==> src/sppe_regs.svh <==
`ifndef SPPE_REGS_SVH
`define SPPE_REGS_SVH
// Register indices; byte address on the bus is four times the index
`define SPPE_IDX_SPH 10'h0D8
`define SPPE_IDX_SPL 10'h0D9
`define SPPE_IDX_INSTR 10'h100
`define SPPE_IDX_STAT 10'h101
// Last register file index in words
`define SPPE_RF_LAST 10'h0FF
// Opcodes
`define SPPE_OPC_POP_DIR 8'h50
`define SPPE_OPC_POP_IND 8'h51
`define SPPE_OPC_USP_DEC 8'h92
`define SPPE_OPC_USP_INC 8'h93
`define SPPE_OPC_PUSH_DIR 8'h70
`define SPPE_OPC_PUSH_IND 8'h71
// Instruction length in cycles, and last value of the step counter
`define SPPE_INSTR_CYCLES 8
`define SPPE_STEP_LAST 3'h7
// Reset value of the stack pointer
`define SPPE_SP_RST 16'h0000
// Status fields
`define SPPE_STAT_BUSY 0
`define SPPE_STAT_ILL 1
`define SPPE_STAT_OPC_LO 8
`endif

==> src/sppe_pkg.sv <==
package sppe_pkg;
  // Decoded instruction kinds
  typedef enum logic [2:0] {
    K_ILLEGAL,
    K_POP_DIR,
    K_POP_IND,
    K_USP_DEC,
    K_USP_INC,
    K_PUSH_DIR,
    K_PUSH_IND
  } sppe_kind_type;
  // Instruction as written by software: opcode in the low byte
  typedef struct packed {
    logic [7:0] byte2;
    logic [7:0] byte1;
    logic [7:0] opcode;
  } sppe_instr_type;
  // One register-file write
  typedef struct packed {
    logic en;
    logic [7:0] addr;
    logic [7:0] data;
  } sppe_mem_wr_type;
endpackage

==> src/sppe_decode.sv <==
`timescale 1ns/1ps
`include "sppe_regs.svh"
// Opcode to instruction kind
module sppe_decode (
  input wire logic [7:0] opcode_in,            // Opcode byte
  output sppe_pkg::sppe_kind_type kind_out     // Decoded kind
);
  // Anything outside the six opcodes is flagged illegal
  always_comb begin
    unique case (opcode_in)
      `SPPE_OPC_POP_DIR: kind_out = sppe_pkg::K_POP_DIR;
      `SPPE_OPC_POP_IND: kind_out = sppe_pkg::K_POP_IND;
      `SPPE_OPC_USP_DEC: kind_out = sppe_pkg::K_USP_DEC;
      `SPPE_OPC_USP_INC: kind_out = sppe_pkg::K_USP_INC;
      `SPPE_OPC_PUSH_DIR: kind_out = sppe_pkg::K_PUSH_DIR;
      `SPPE_OPC_PUSH_IND: kind_out = sppe_pkg::K_PUSH_IND;
      default: kind_out = sppe_pkg::K_ILLEGAL;
    endcase
  end
endmodule

==> src/sppe_exec.sv <==
`timescale 1ns/1ps
`include "sppe_regs.svh"
module sppe_exec (
  input wire logic mclk_in,            // Core clock, 10 MHz
  input wire logic rst_b_in,           // Asynchronous reset, active low
  input wire logic psel_in,            // APB select
  input wire logic penable_in,         // APB enable
  input wire logic pwrite_in,          // APB direction, high for write
  input wire logic [11:0] paddr_in,    // APB byte address
  input wire logic [31:0] pwdata_in,   // APB write data
  output logic [31:0] prdata_out,      // APB read data
  output logic pready_out,             // APB ready
  output logic pslverr_out,            // APB error, unmapped index
  output logic busy_out                // Instruction in progress
);
  typedef enum logic {ST_IDLE, ST_EXEC} sppe_state_type;

  sppe_state_type state_q;             // Engine state
  logic [2:0] step_q;                  // Cycle within an instruction
  sppe_pkg::sppe_kind_type kind_q;     // Kind being executed
  sppe_pkg::sppe_kind_type kind_dec;   // Kind of the opcode on the bus
  sppe_pkg::sppe_instr_type instr_q;   // Latched instruction bytes
  sppe_pkg::sppe_instr_type instr_bus; // Instruction view of write data
  logic [15:0] sp_q;                   // Stack pointer
  logic [7:0] ptr_q;                   // Address fetched from a pointer register
  logic [7:0] data_q;                  // Byte in transit
  logic ill_q;                         // Last start had an illegal opcode
  logic [7:0] last_opc_q;              // Last opcode started
  logic rd_wait_q;                     // Bus read waits for register data
  logic sp_hit_q;                      // Last read hit a stack pointer byte
  logic [7:0] sp_byte_q;               // That byte, taken at read time
  logic [9:0] idx;                     // Register index
  logic apb_take;                      // Bus access taken this cycle
  logic start;                         // Instruction write taken
  logic [7:0] rd_raw;                  // Register file read data
  logic [7:0] rd_view;                 // Read data with the pointer bytes overlaid
  logic rd_en;                         // Muxed read request
  logic [7:0] rd_addr;                 // Muxed read address
  sppe_pkg::sppe_mem_wr_type wr;       // Muxed write request
  logic x_rd_en;                       // Engine read request
  logic [7:0] x_rd_addr;               // Engine read address
  sppe_pkg::sppe_mem_wr_type x_wr;     // Engine write request
  logic cap_ptr;                       // Take read data as pointer
  logic cap_data;                      // Take read data as the moved byte
  logic sp_inc;                        // Stack pointer plus one
  logic sp_dec;                        // Stack pointer minus one

  assign idx = paddr_in[11:2];
  assign instr_bus = pwdata_in[23:0];
  // Bus waits while an instruction runs, so the engine owns the port then
  assign apb_take = psel_in & penable_in & ~pready_out & ~rd_wait_q & ~busy_out;
  assign start = apb_take & pwrite_in & (idx == `SPPE_IDX_INSTR);
  assign rd_view = sp_hit_q ? sp_byte_q : rd_raw;

  sppe_decode u_decode (
    .opcode_in(instr_bus.opcode),
    .kind_out(kind_dec)
  );

  sppe_regfile u_regfile (
    .mclk_in(mclk_in),
    .rd_en_in(rd_en),
    .rd_addr_in(rd_addr),
    .wr_in(wr),
    .rd_data_out(rd_raw)
  );

  // Engine steps; reads return one cycle later, so captures sit one step after
  // Only register-file ports, captures and stack pointer steps are driven: there is no path to a flag register
  always_comb begin
    x_rd_en = 1'b0;
    x_rd_addr = 8'h00;
    x_wr = '0;
    cap_ptr = 1'b0;
    cap_data = 1'b0;
    sp_inc = 1'b0;
    sp_dec = 1'b0;
    if (state_q == ST_EXEC) begin
      unique case (kind_q)
        sppe_pkg::K_POP_DIR: begin
          x_rd_en = (step_q == 3'h0);
          x_rd_addr = sp_q[7:0];
          cap_data = (step_q == 3'h1);
          x_wr = '{en: step_q == 3'h2, addr: instr_q.byte1, data: data_q};
          sp_inc = (step_q == 3'h3);
        end
        sppe_pkg::K_POP_IND: begin
          x_rd_en = (step_q == 3'h0) | (step_q == 3'h1);
          x_rd_addr = (step_q == 3'h0) ? sp_q[7:0] : instr_q.byte1;
          cap_data = (step_q == 3'h1);
          cap_ptr = (step_q == 3'h2);
          x_wr = '{en: step_q == 3'h3, addr: ptr_q, data: data_q};
          sp_inc = (step_q == 3'h4);
        end
        sppe_pkg::K_USP_DEC, sppe_pkg::K_USP_INC: begin
          x_rd_en = (step_q == 3'h0) | (step_q == 3'h2);
          x_rd_addr = (step_q == 3'h0) ? instr_q.byte1 : ptr_q;
          cap_ptr = (step_q == 3'h1);
          cap_data = (step_q == 3'h3);
          if (step_q == 3'h4) begin
            x_wr = '{en: 1'b1, addr: instr_q.byte2, data: data_q};
          end else if (step_q == 3'h5) begin
            x_wr.en = 1'b1;
            x_wr.addr = instr_q.byte1;
            x_wr.data = (kind_q == sppe_pkg::K_USP_DEC) ? ptr_q - 8'h01 : ptr_q + 8'h01;
          end
        end
        sppe_pkg::K_PUSH_DIR: begin
          sp_dec = (step_q == 3'h0);
          x_rd_en = (step_q == 3'h1);
          x_rd_addr = instr_q.byte1;
          cap_data = (step_q == 3'h2);
          x_wr = '{en: step_q == 3'h3, addr: sp_q[7:0], data: data_q};
        end
        sppe_pkg::K_PUSH_IND: begin
          sp_dec = (step_q == 3'h0);
          x_rd_en = (step_q == 3'h0) | (step_q == 3'h2);
          x_rd_addr = (step_q == 3'h0) ? instr_q.byte1 : ptr_q;
          cap_ptr = (step_q == 3'h1);
          cap_data = (step_q == 3'h3);
          x_wr = '{en: step_q == 3'h4, addr: sp_q[7:0], data: data_q};
        end
        sppe_pkg::K_ILLEGAL: begin
          x_rd_en = 1'b0;
        end
      endcase
    end
  end

  // Port mux: engine while busy, bus otherwise
  always_comb begin
    if (busy_out) begin
      rd_en = x_rd_en;
      rd_addr = x_rd_addr;
      wr = x_wr;
    end else begin
      rd_en = apb_take & ~pwrite_in & (idx <= `SPPE_RF_LAST);
      rd_addr = idx[7:0];
      wr.en = apb_take & pwrite_in & (idx <= `SPPE_RF_LAST);
      wr.addr = idx[7:0];
      wr.data = pwdata_in[7:0];
    end
  end

  // Engine state and step counter: every instruction lasts 8 cycles
  always_ff @(posedge mclk_in or negedge rst_b_in) begin
    if (!rst_b_in) begin
      state_q <= ST_IDLE;
      step_q <= 3'h0;
      busy_out <= 1'b0;
    end else begin
      unique case (state_q)
        ST_IDLE: begin
          if (start && kind_dec != sppe_pkg::K_ILLEGAL) begin
            state_q <= ST_EXEC;
            busy_out <= 1'b1;
            step_q <= 3'h0;
          end
        end
        ST_EXEC: begin
          step_q <= step_q + 3'h1;
          if (step_q == `SPPE_STEP_LAST) begin
            state_q <= ST_IDLE;
            busy_out <= 1'b0;
          end
        end
      endcase
    end
  end

  // Instruction latch and start status; an illegal opcode never runs
  always_ff @(posedge mclk_in or negedge rst_b_in) begin
    if (!rst_b_in) begin
      instr_q <= '0;
      kind_q <= sppe_pkg::K_ILLEGAL;
      ill_q <= 1'b0;
      last_opc_q <= 8'h00;
    end else if (start) begin
      instr_q <= instr_bus;
      kind_q <= kind_dec;
      ill_q <= (kind_dec == sppe_pkg::K_ILLEGAL);
      last_opc_q <= instr_bus.opcode;
    end
  end

  // Operand captures
  always_ff @(posedge mclk_in or negedge rst_b_in) begin
    if (!rst_b_in) begin
      ptr_q <= 8'h00;
      data_q <= 8'h00;
    end else begin
      if (cap_ptr) begin
        ptr_q <= rd_view;
      end
      if (cap_data) begin
        data_q <= rd_view;
      end
    end
  end

  // Stack pointer: a write to its register index wins over the engine step
  always_ff @(posedge mclk_in or negedge rst_b_in) begin
    if (!rst_b_in) begin
      sp_q <= `SPPE_SP_RST;
    end else if (wr.en && {2'b00, wr.addr} == `SPPE_IDX_SPH) begin
      sp_q[15:8] <= wr.data;
    end else if (wr.en && {2'b00, wr.addr} == `SPPE_IDX_SPL) begin
      sp_q[7:0] <= wr.data;
    end else if (sp_inc) begin
      sp_q <= sp_q + 16'h0001;
    end else if (sp_dec) begin
      sp_q <= sp_q - 16'h0001;
    end
  end

  // Reads of D8/D9 return the live pointer byte, not the shadowed storage
  always_ff @(posedge mclk_in or negedge rst_b_in) begin
    if (!rst_b_in) begin
      sp_hit_q <= 1'b0;
      sp_byte_q <= 8'h00;
    end else if (rd_en) begin
      sp_hit_q <= ({2'b00, rd_addr} == `SPPE_IDX_SPH) || ({2'b00, rd_addr} == `SPPE_IDX_SPL);
      sp_byte_q <= ({2'b00, rd_addr} == `SPPE_IDX_SPH) ? sp_q[15:8] : sp_q[7:0];
    end
  end

  // Bus answer: register-file reads take one extra cycle for the data
  always_ff @(posedge mclk_in or negedge rst_b_in) begin
    if (!rst_b_in) begin
      pready_out <= 1'b0;
      pslverr_out <= 1'b0;
      prdata_out <= 32'h00000000;
      rd_wait_q <= 1'b0;
    end else begin
      pready_out <= 1'b0;
      pslverr_out <= 1'b0;
      if (rd_wait_q) begin
        rd_wait_q <= 1'b0;
        pready_out <= 1'b1;
        prdata_out <= {24'h000000, rd_view};
      end else if (apb_take) begin
        if (!pwrite_in && idx <= `SPPE_RF_LAST) begin
          rd_wait_q <= 1'b1;
        end else begin
          pready_out <= 1'b1;
          pslverr_out <= (idx > `SPPE_IDX_STAT);
          prdata_out <= 32'h00000000;
          if (!pwrite_in && idx == `SPPE_IDX_INSTR) begin
            prdata_out <= {8'h00, instr_q};
          end else if (!pwrite_in && idx == `SPPE_IDX_STAT) begin
            prdata_out[`SPPE_STAT_BUSY] <= busy_out;
            prdata_out[`SPPE_STAT_ILL] <= ill_q;
            prdata_out[`SPPE_STAT_OPC_LO +: 8] <= last_opc_q;
          end
        end
      end
    end
  end
endmodule

==> src/sppe_regfile.sv <==
`timescale 1ns/1ps
// 256-byte register file, one registered read port and one write port
module sppe_regfile (
  input wire logic mclk_in,                     // Core clock
  input wire logic rd_en_in,                    // Read request
  input wire logic [7:0] rd_addr_in,            // Read address
  input wire sppe_pkg::sppe_mem_wr_type wr_in,  // Write request
  output logic [7:0] rd_data_out                // Read data, one cycle later
);
  logic [7:0] mem_q [256];  // Storage, no reset: contents are software's

  // Write port
  always_ff @(posedge mclk_in) begin
    if (wr_in.en) begin
      mem_q[wr_in.addr] <= wr_in.data;
    end
  end

  // Read port; old data when reading and writing one word together
  always_ff @(posedge mclk_in) begin
    if (rd_en_in) begin
      rd_data_out <= mem_q[rd_addr_in];
    end
  end
endmodule

==> config.mk <==
export PLATFORM = sky130hd
export DESIGN_NAME = sppe_exec
export DESIGN_NICKNAME = d
export VERILOG_FILES = /design/src/sppe_pkg.sv /design/src/sppe_decode.sv /design/src/sppe_exec.sv /design/src/sppe_regfile.sv
export VERILOG_INCLUDE_DIRS = /design/src
export SDC_FILE = /design/constraint.sdc
export NUM_CORES = 2
export LEC_CHECK = 0
export CAP_MARGIN = 20
export CORE_ASPECT_RATIO = 1.4
export CORE_MARGIN = 10
export CORE_UTILIZATION = 35
export DETAILED_ROUTE_END_ITERATION = 8
export DONT_BUFFER_PORTS = 1
export GPL_ROUTABILITY_DRIVEN = 0
export HOLD_SLACK_MARGIN = 0.05
export SYNTH_ARGS = -nofsm -noshare
export SYNTH_HDL_FRONTEND = slang
export SYNTH_SLANG_ARGS = --single-unit
==> constraint.sdc <==
create_clock -name mclk_in -period 11.9 [get_ports mclk_in]
set_input_delay 1.19 -clock mclk_in [delete_from_list [all_inputs] [get_ports mclk_in]]
set_output_delay 1.19 -clock mclk_in [all_outputs]
set_load 0.03 [all_outputs]
==> flow_metrics.py <==
metrics = {
    "run_status": {
        "status": "completed",
    },
    "clock_tree": {
        "numCtsBuffers": 197,
        "clock_latency_ps": 880,
        "cts_resized": 0,
        "clkTransAtPathRegs_ps": 70,
        "root_buffer": "clkbuf_16",
        "ctsHtreeMaxLevel": 4,
        "cts_buffer_depth": 4,
        "cts_tree": "built",
        "clock-sinks": 2157,
        "cts_setup_buffers": 0,
    },
    "job": {
        "drv_cap": 0,
    },
    "global_route": {
        "antenna_found_initial": 8,
        "grt_overflow_total": 0,
        "grt_pass1_vias": 54711,
        "track_usage_pct": 18.2,
        "grt_pass1_wl_um": 379000,
        "grt_max_degree": 205,
    },
    "drt": {
        "avgRoutedWirePerCell_um": 25.5,
        "wl_um": 261000,
        "drc": 0,
        "vias_per_cell": 5.54,
        "drtPass1Iterations": 8,
        "dr_total_vias": 56769,
        "antenna_left": 0,
        "drtIter0Drc": 6214,
    },
    "synthesis": {
        "syn-instance-count": 6914,
        "netlist.area_leader.share_pct": 69.2,
        "synth_edf_count": 2056,
        "async_flop_share_pct": 4.68,
        "ys.flop_type": "edfxtp_1",
        "yosysTopAreaCell": "edfxtp_1",
        "avgSynthCellArea_um2": 12.9,
        "synth-seq-cells": 2157,
        "yosysWarnings": 0,
        "netlist_area_um2": 89200,
        "synth_cell_types": 92,
        "synth_area_leaders": "edfxtp_1 69%, nand2_1 7.9%, nand3_1 4.2%",
        "seq_area_frac_synth_pct": 72.0,
    },
    "pwr": {
        "cellInternalPower_mw": 12.1,
        "power.leakage_nw": 33.1,
        "vdd_ir_drop_max_mv": 0.124,
        "switching_share_pct": 22.2,
        "seq_power_share_pct": 53.6,
        "p_clk_share_pct": 40.8,
        "p_comb_share_pct": 5.6,
        "p_sw_mw": 3.44,
        "p_per_area_nw_per_um2": 157,
    },
    "sta": {
        "finalSetupTns_ps": 0,
        "slew_headroom_pct": 11.8,
        "setup-violations-final": 0,
        "max_slew.worst_pin.slew_ps": 1320,
        "maxClockFrequency_mhz": 141,
        "maxSlewViolCount": 0,
        "rsz0062_at_grt": "false",
        "hold_viol": 0,
        "fin_crit_sh_pct": 59.7,
        "fin_skew_ps": 74.1,
        "fin_ws_ps": 4790,
        "fin_crit_ps": 7110,
    },
    "floorplan": {
        "initial_utilization_pct": 35.1,
        "io_pins": 84,
        "die_height_um": 617,
        "die_w_um": 447,
        "core_area_um2": 254000,
        "dieArea_um2": 276000,
        "placementRows": 219,
    },
    "layout": {
        "fin_area_um2": 98700,
        "area_growth_pct": 10.6,
        "drive_gt1_share_pct": 7.66,
        "layout_commonest_cell": "edfxtp_1",
        "seq_area_um2": 64300,
        "final_util_pct": 38.8,
        "fillCellCount": 23481,
        "layout.nets": 6861,
        "multi_input_area_um2": 22600,
        "layout_common_cells": "2,056 x edfxtp_1, 1,889 x nand2_1, 750 x nand3_1",
    },
    "worst_setup_path": {
        "critical_path.top_delay_family": "compound AO/OA/AOI/OAI gates",
        "worst-path-buf-inv": 4,
        "cp-end-kind": "flip-flop",
        "slowest_stage": "dfrtp_1",
        "critPathKind": "flip-flop to flip-flop",
        "critPathMaxFanout": 102,
        "cp-start-kind": "flip-flop",
        "slowest_delay_ps": 940,
        "crit_arrival_ps": 7810,
        "crit_chain": "clkinv_1 > a31o_2 > a221oi_2 > a2bb2oi_4 > buf_4 > buf_12 > nand2_1 > buf_4 > nor2_2 > a31o_2 > a21oi_1 > a31oi_1 > o32ai_1 > o221ai_1",
        "required_ps": 12600,
    },
    "placed_design": {
        "numPortBuffers": 0,
        "dpl_worst_slack_ps": 5040,
        "hpwl_um": 155000,
        "dpl_cell_area_um2": 92300,
    },
    "hold_path": {
        "min_path_type": "input pin to async pin",
    },
}
[timing repair]
item                                    4_1_cts  5_1_grt
endpoints found under the hold margin       101        0
hold buffers                                  1        0
endpoints found under the setup margin        0        0
[power groups by stage]
stage / logic (mW) / registers (mW) / clock network [mW]
after floorplan: 0.522 / 8.53 / 0
after global placement: 0.847 / 8.49 / 0
after detailed placement: 0.860 / 8.49 / 0
after CTS: 0.871 / 8.32 / 6.41
after global routing: 0.931 / 8.32 / 6.68
final: 0.877 / 8.32 / 6.33
[worst reg2reg max path, stage by stage, from the launching register on]
cell and delay (ps):
dfrtp_1 940, clkinv_1 770, a31o_2 430, a221oi_2 480, a2bb2oi_4 170, buf_4 380, buf_12 530, nand2_1 800
buf_4 410, nor2_2 890, a31o_2 280, a21oi_1 40, a31oi_1 420, o32ai_1 250, o221ai_1 160
[Yosys cell counts, types with 36 or more instances]
cell and count:
a21oi_1 141, edfxtp_1 2056, o21ai_0 75, a311oi_1 68, a31oi_1 165, a22oi_1 52
mux2i_1 118, nand2_1 1889, mux4_2 36, buf_2 191, and3_1 147, buf_4 75
nand3_1 754, nor2_1 306, dfrtp_1 101, clkbuf_1 141
[per-stage QoR]
step                      hold WS (ps)  power [mW]  cells
after global placement             467        9.33   9894
after floorplan                    450        9.06   6921
after detailed placement           472        9.35   9896
final                              272        15.5  10253
after global routing               300        15.9  10248
after CTS                          242        15.6  10244
[layer usage]
| layer | wire, um | part of all wire [%] | up-vias | track usage, % |
|---|---|---|---|---|
| met5 | 25 | 0.0096 | - | 0 |
| met4 | 16400 | 6.3 | 4 | 10.2 |
| met3 | 19900 | 7.6 | 555 | 2.60 |
| met2 | 128000 | 49 | 2490 | 30.8 |
| met1 | 96800 | 37 | 28543 | 22.3 |
| li1 | - | - | 25177 | - |
[worst paths after layout]
| kind | depth (start not counted) | endpoint | slack (ps) | start |
|---|---|---|---|---|
| max reg2reg | 14 | u_regfile.rd_data_out[5] | 4790 | kind_q[2] |
| min reg2reg | 2 | data_q[1] | 480 | data_q[1] |
| min | 1 | prdata_out[14] | 270 | rst_b_in |
| max | 14 | u_regfile.rd_data_out[5] | 4790 | kind_q[2] |
| max in group asynchronous | 1 | sp_q[10] | 11220 | rst_b_in |
| min in group mclk_in | 1 | kind_q[0] | 440 | pwdata_in[0] |
[cell families after synthesis]
family	count (synthesis)	share of synthesized area, %
muxes	182	2.59
DFF	2157	72.0
other	1	0.00420
AOI/OAI and AO/OA	800	6.34
buffers and inverters	504	2.95
and+or+nand+nor	3217	15.4
xor gates and xnor gates	25	0.245
adders and majority gates	28	0.410
[cell type report]
type / instances / area share, %
Inverter: 36 / 0.137
Antenna cell: 6 / 0.0152
Clock buffer: 252 / 5.40
Timing Repair Buffer: 132 / 1.27
Tap cell: 3315 / 4.20
Multi-Input combinational cell: 4260 / 22.9
Clock inverter: 95 / 0.952
Sequential cell: 2157 / 65.1
[sequential cells by signal, summed over array words and instances (netlist names)]
name                   flops
busy_out                   1
data_q                     8
ill_q                      1
instr_q                   16
kind_q                     3
last_opc_q                 8
prdata_out                24
pready_out                 1
pslverr_out                1
ptr_q                      8
rd_wait_q                  1
sp_byte_q                  8
sp_hit_q                   1
sp_q                      16
state_q                    1
step_q                     3
u_regfile.mem_q         2048
u_regfile.rd_data_out      8
No activity file was read; power rests on OpenSTA's default activity.
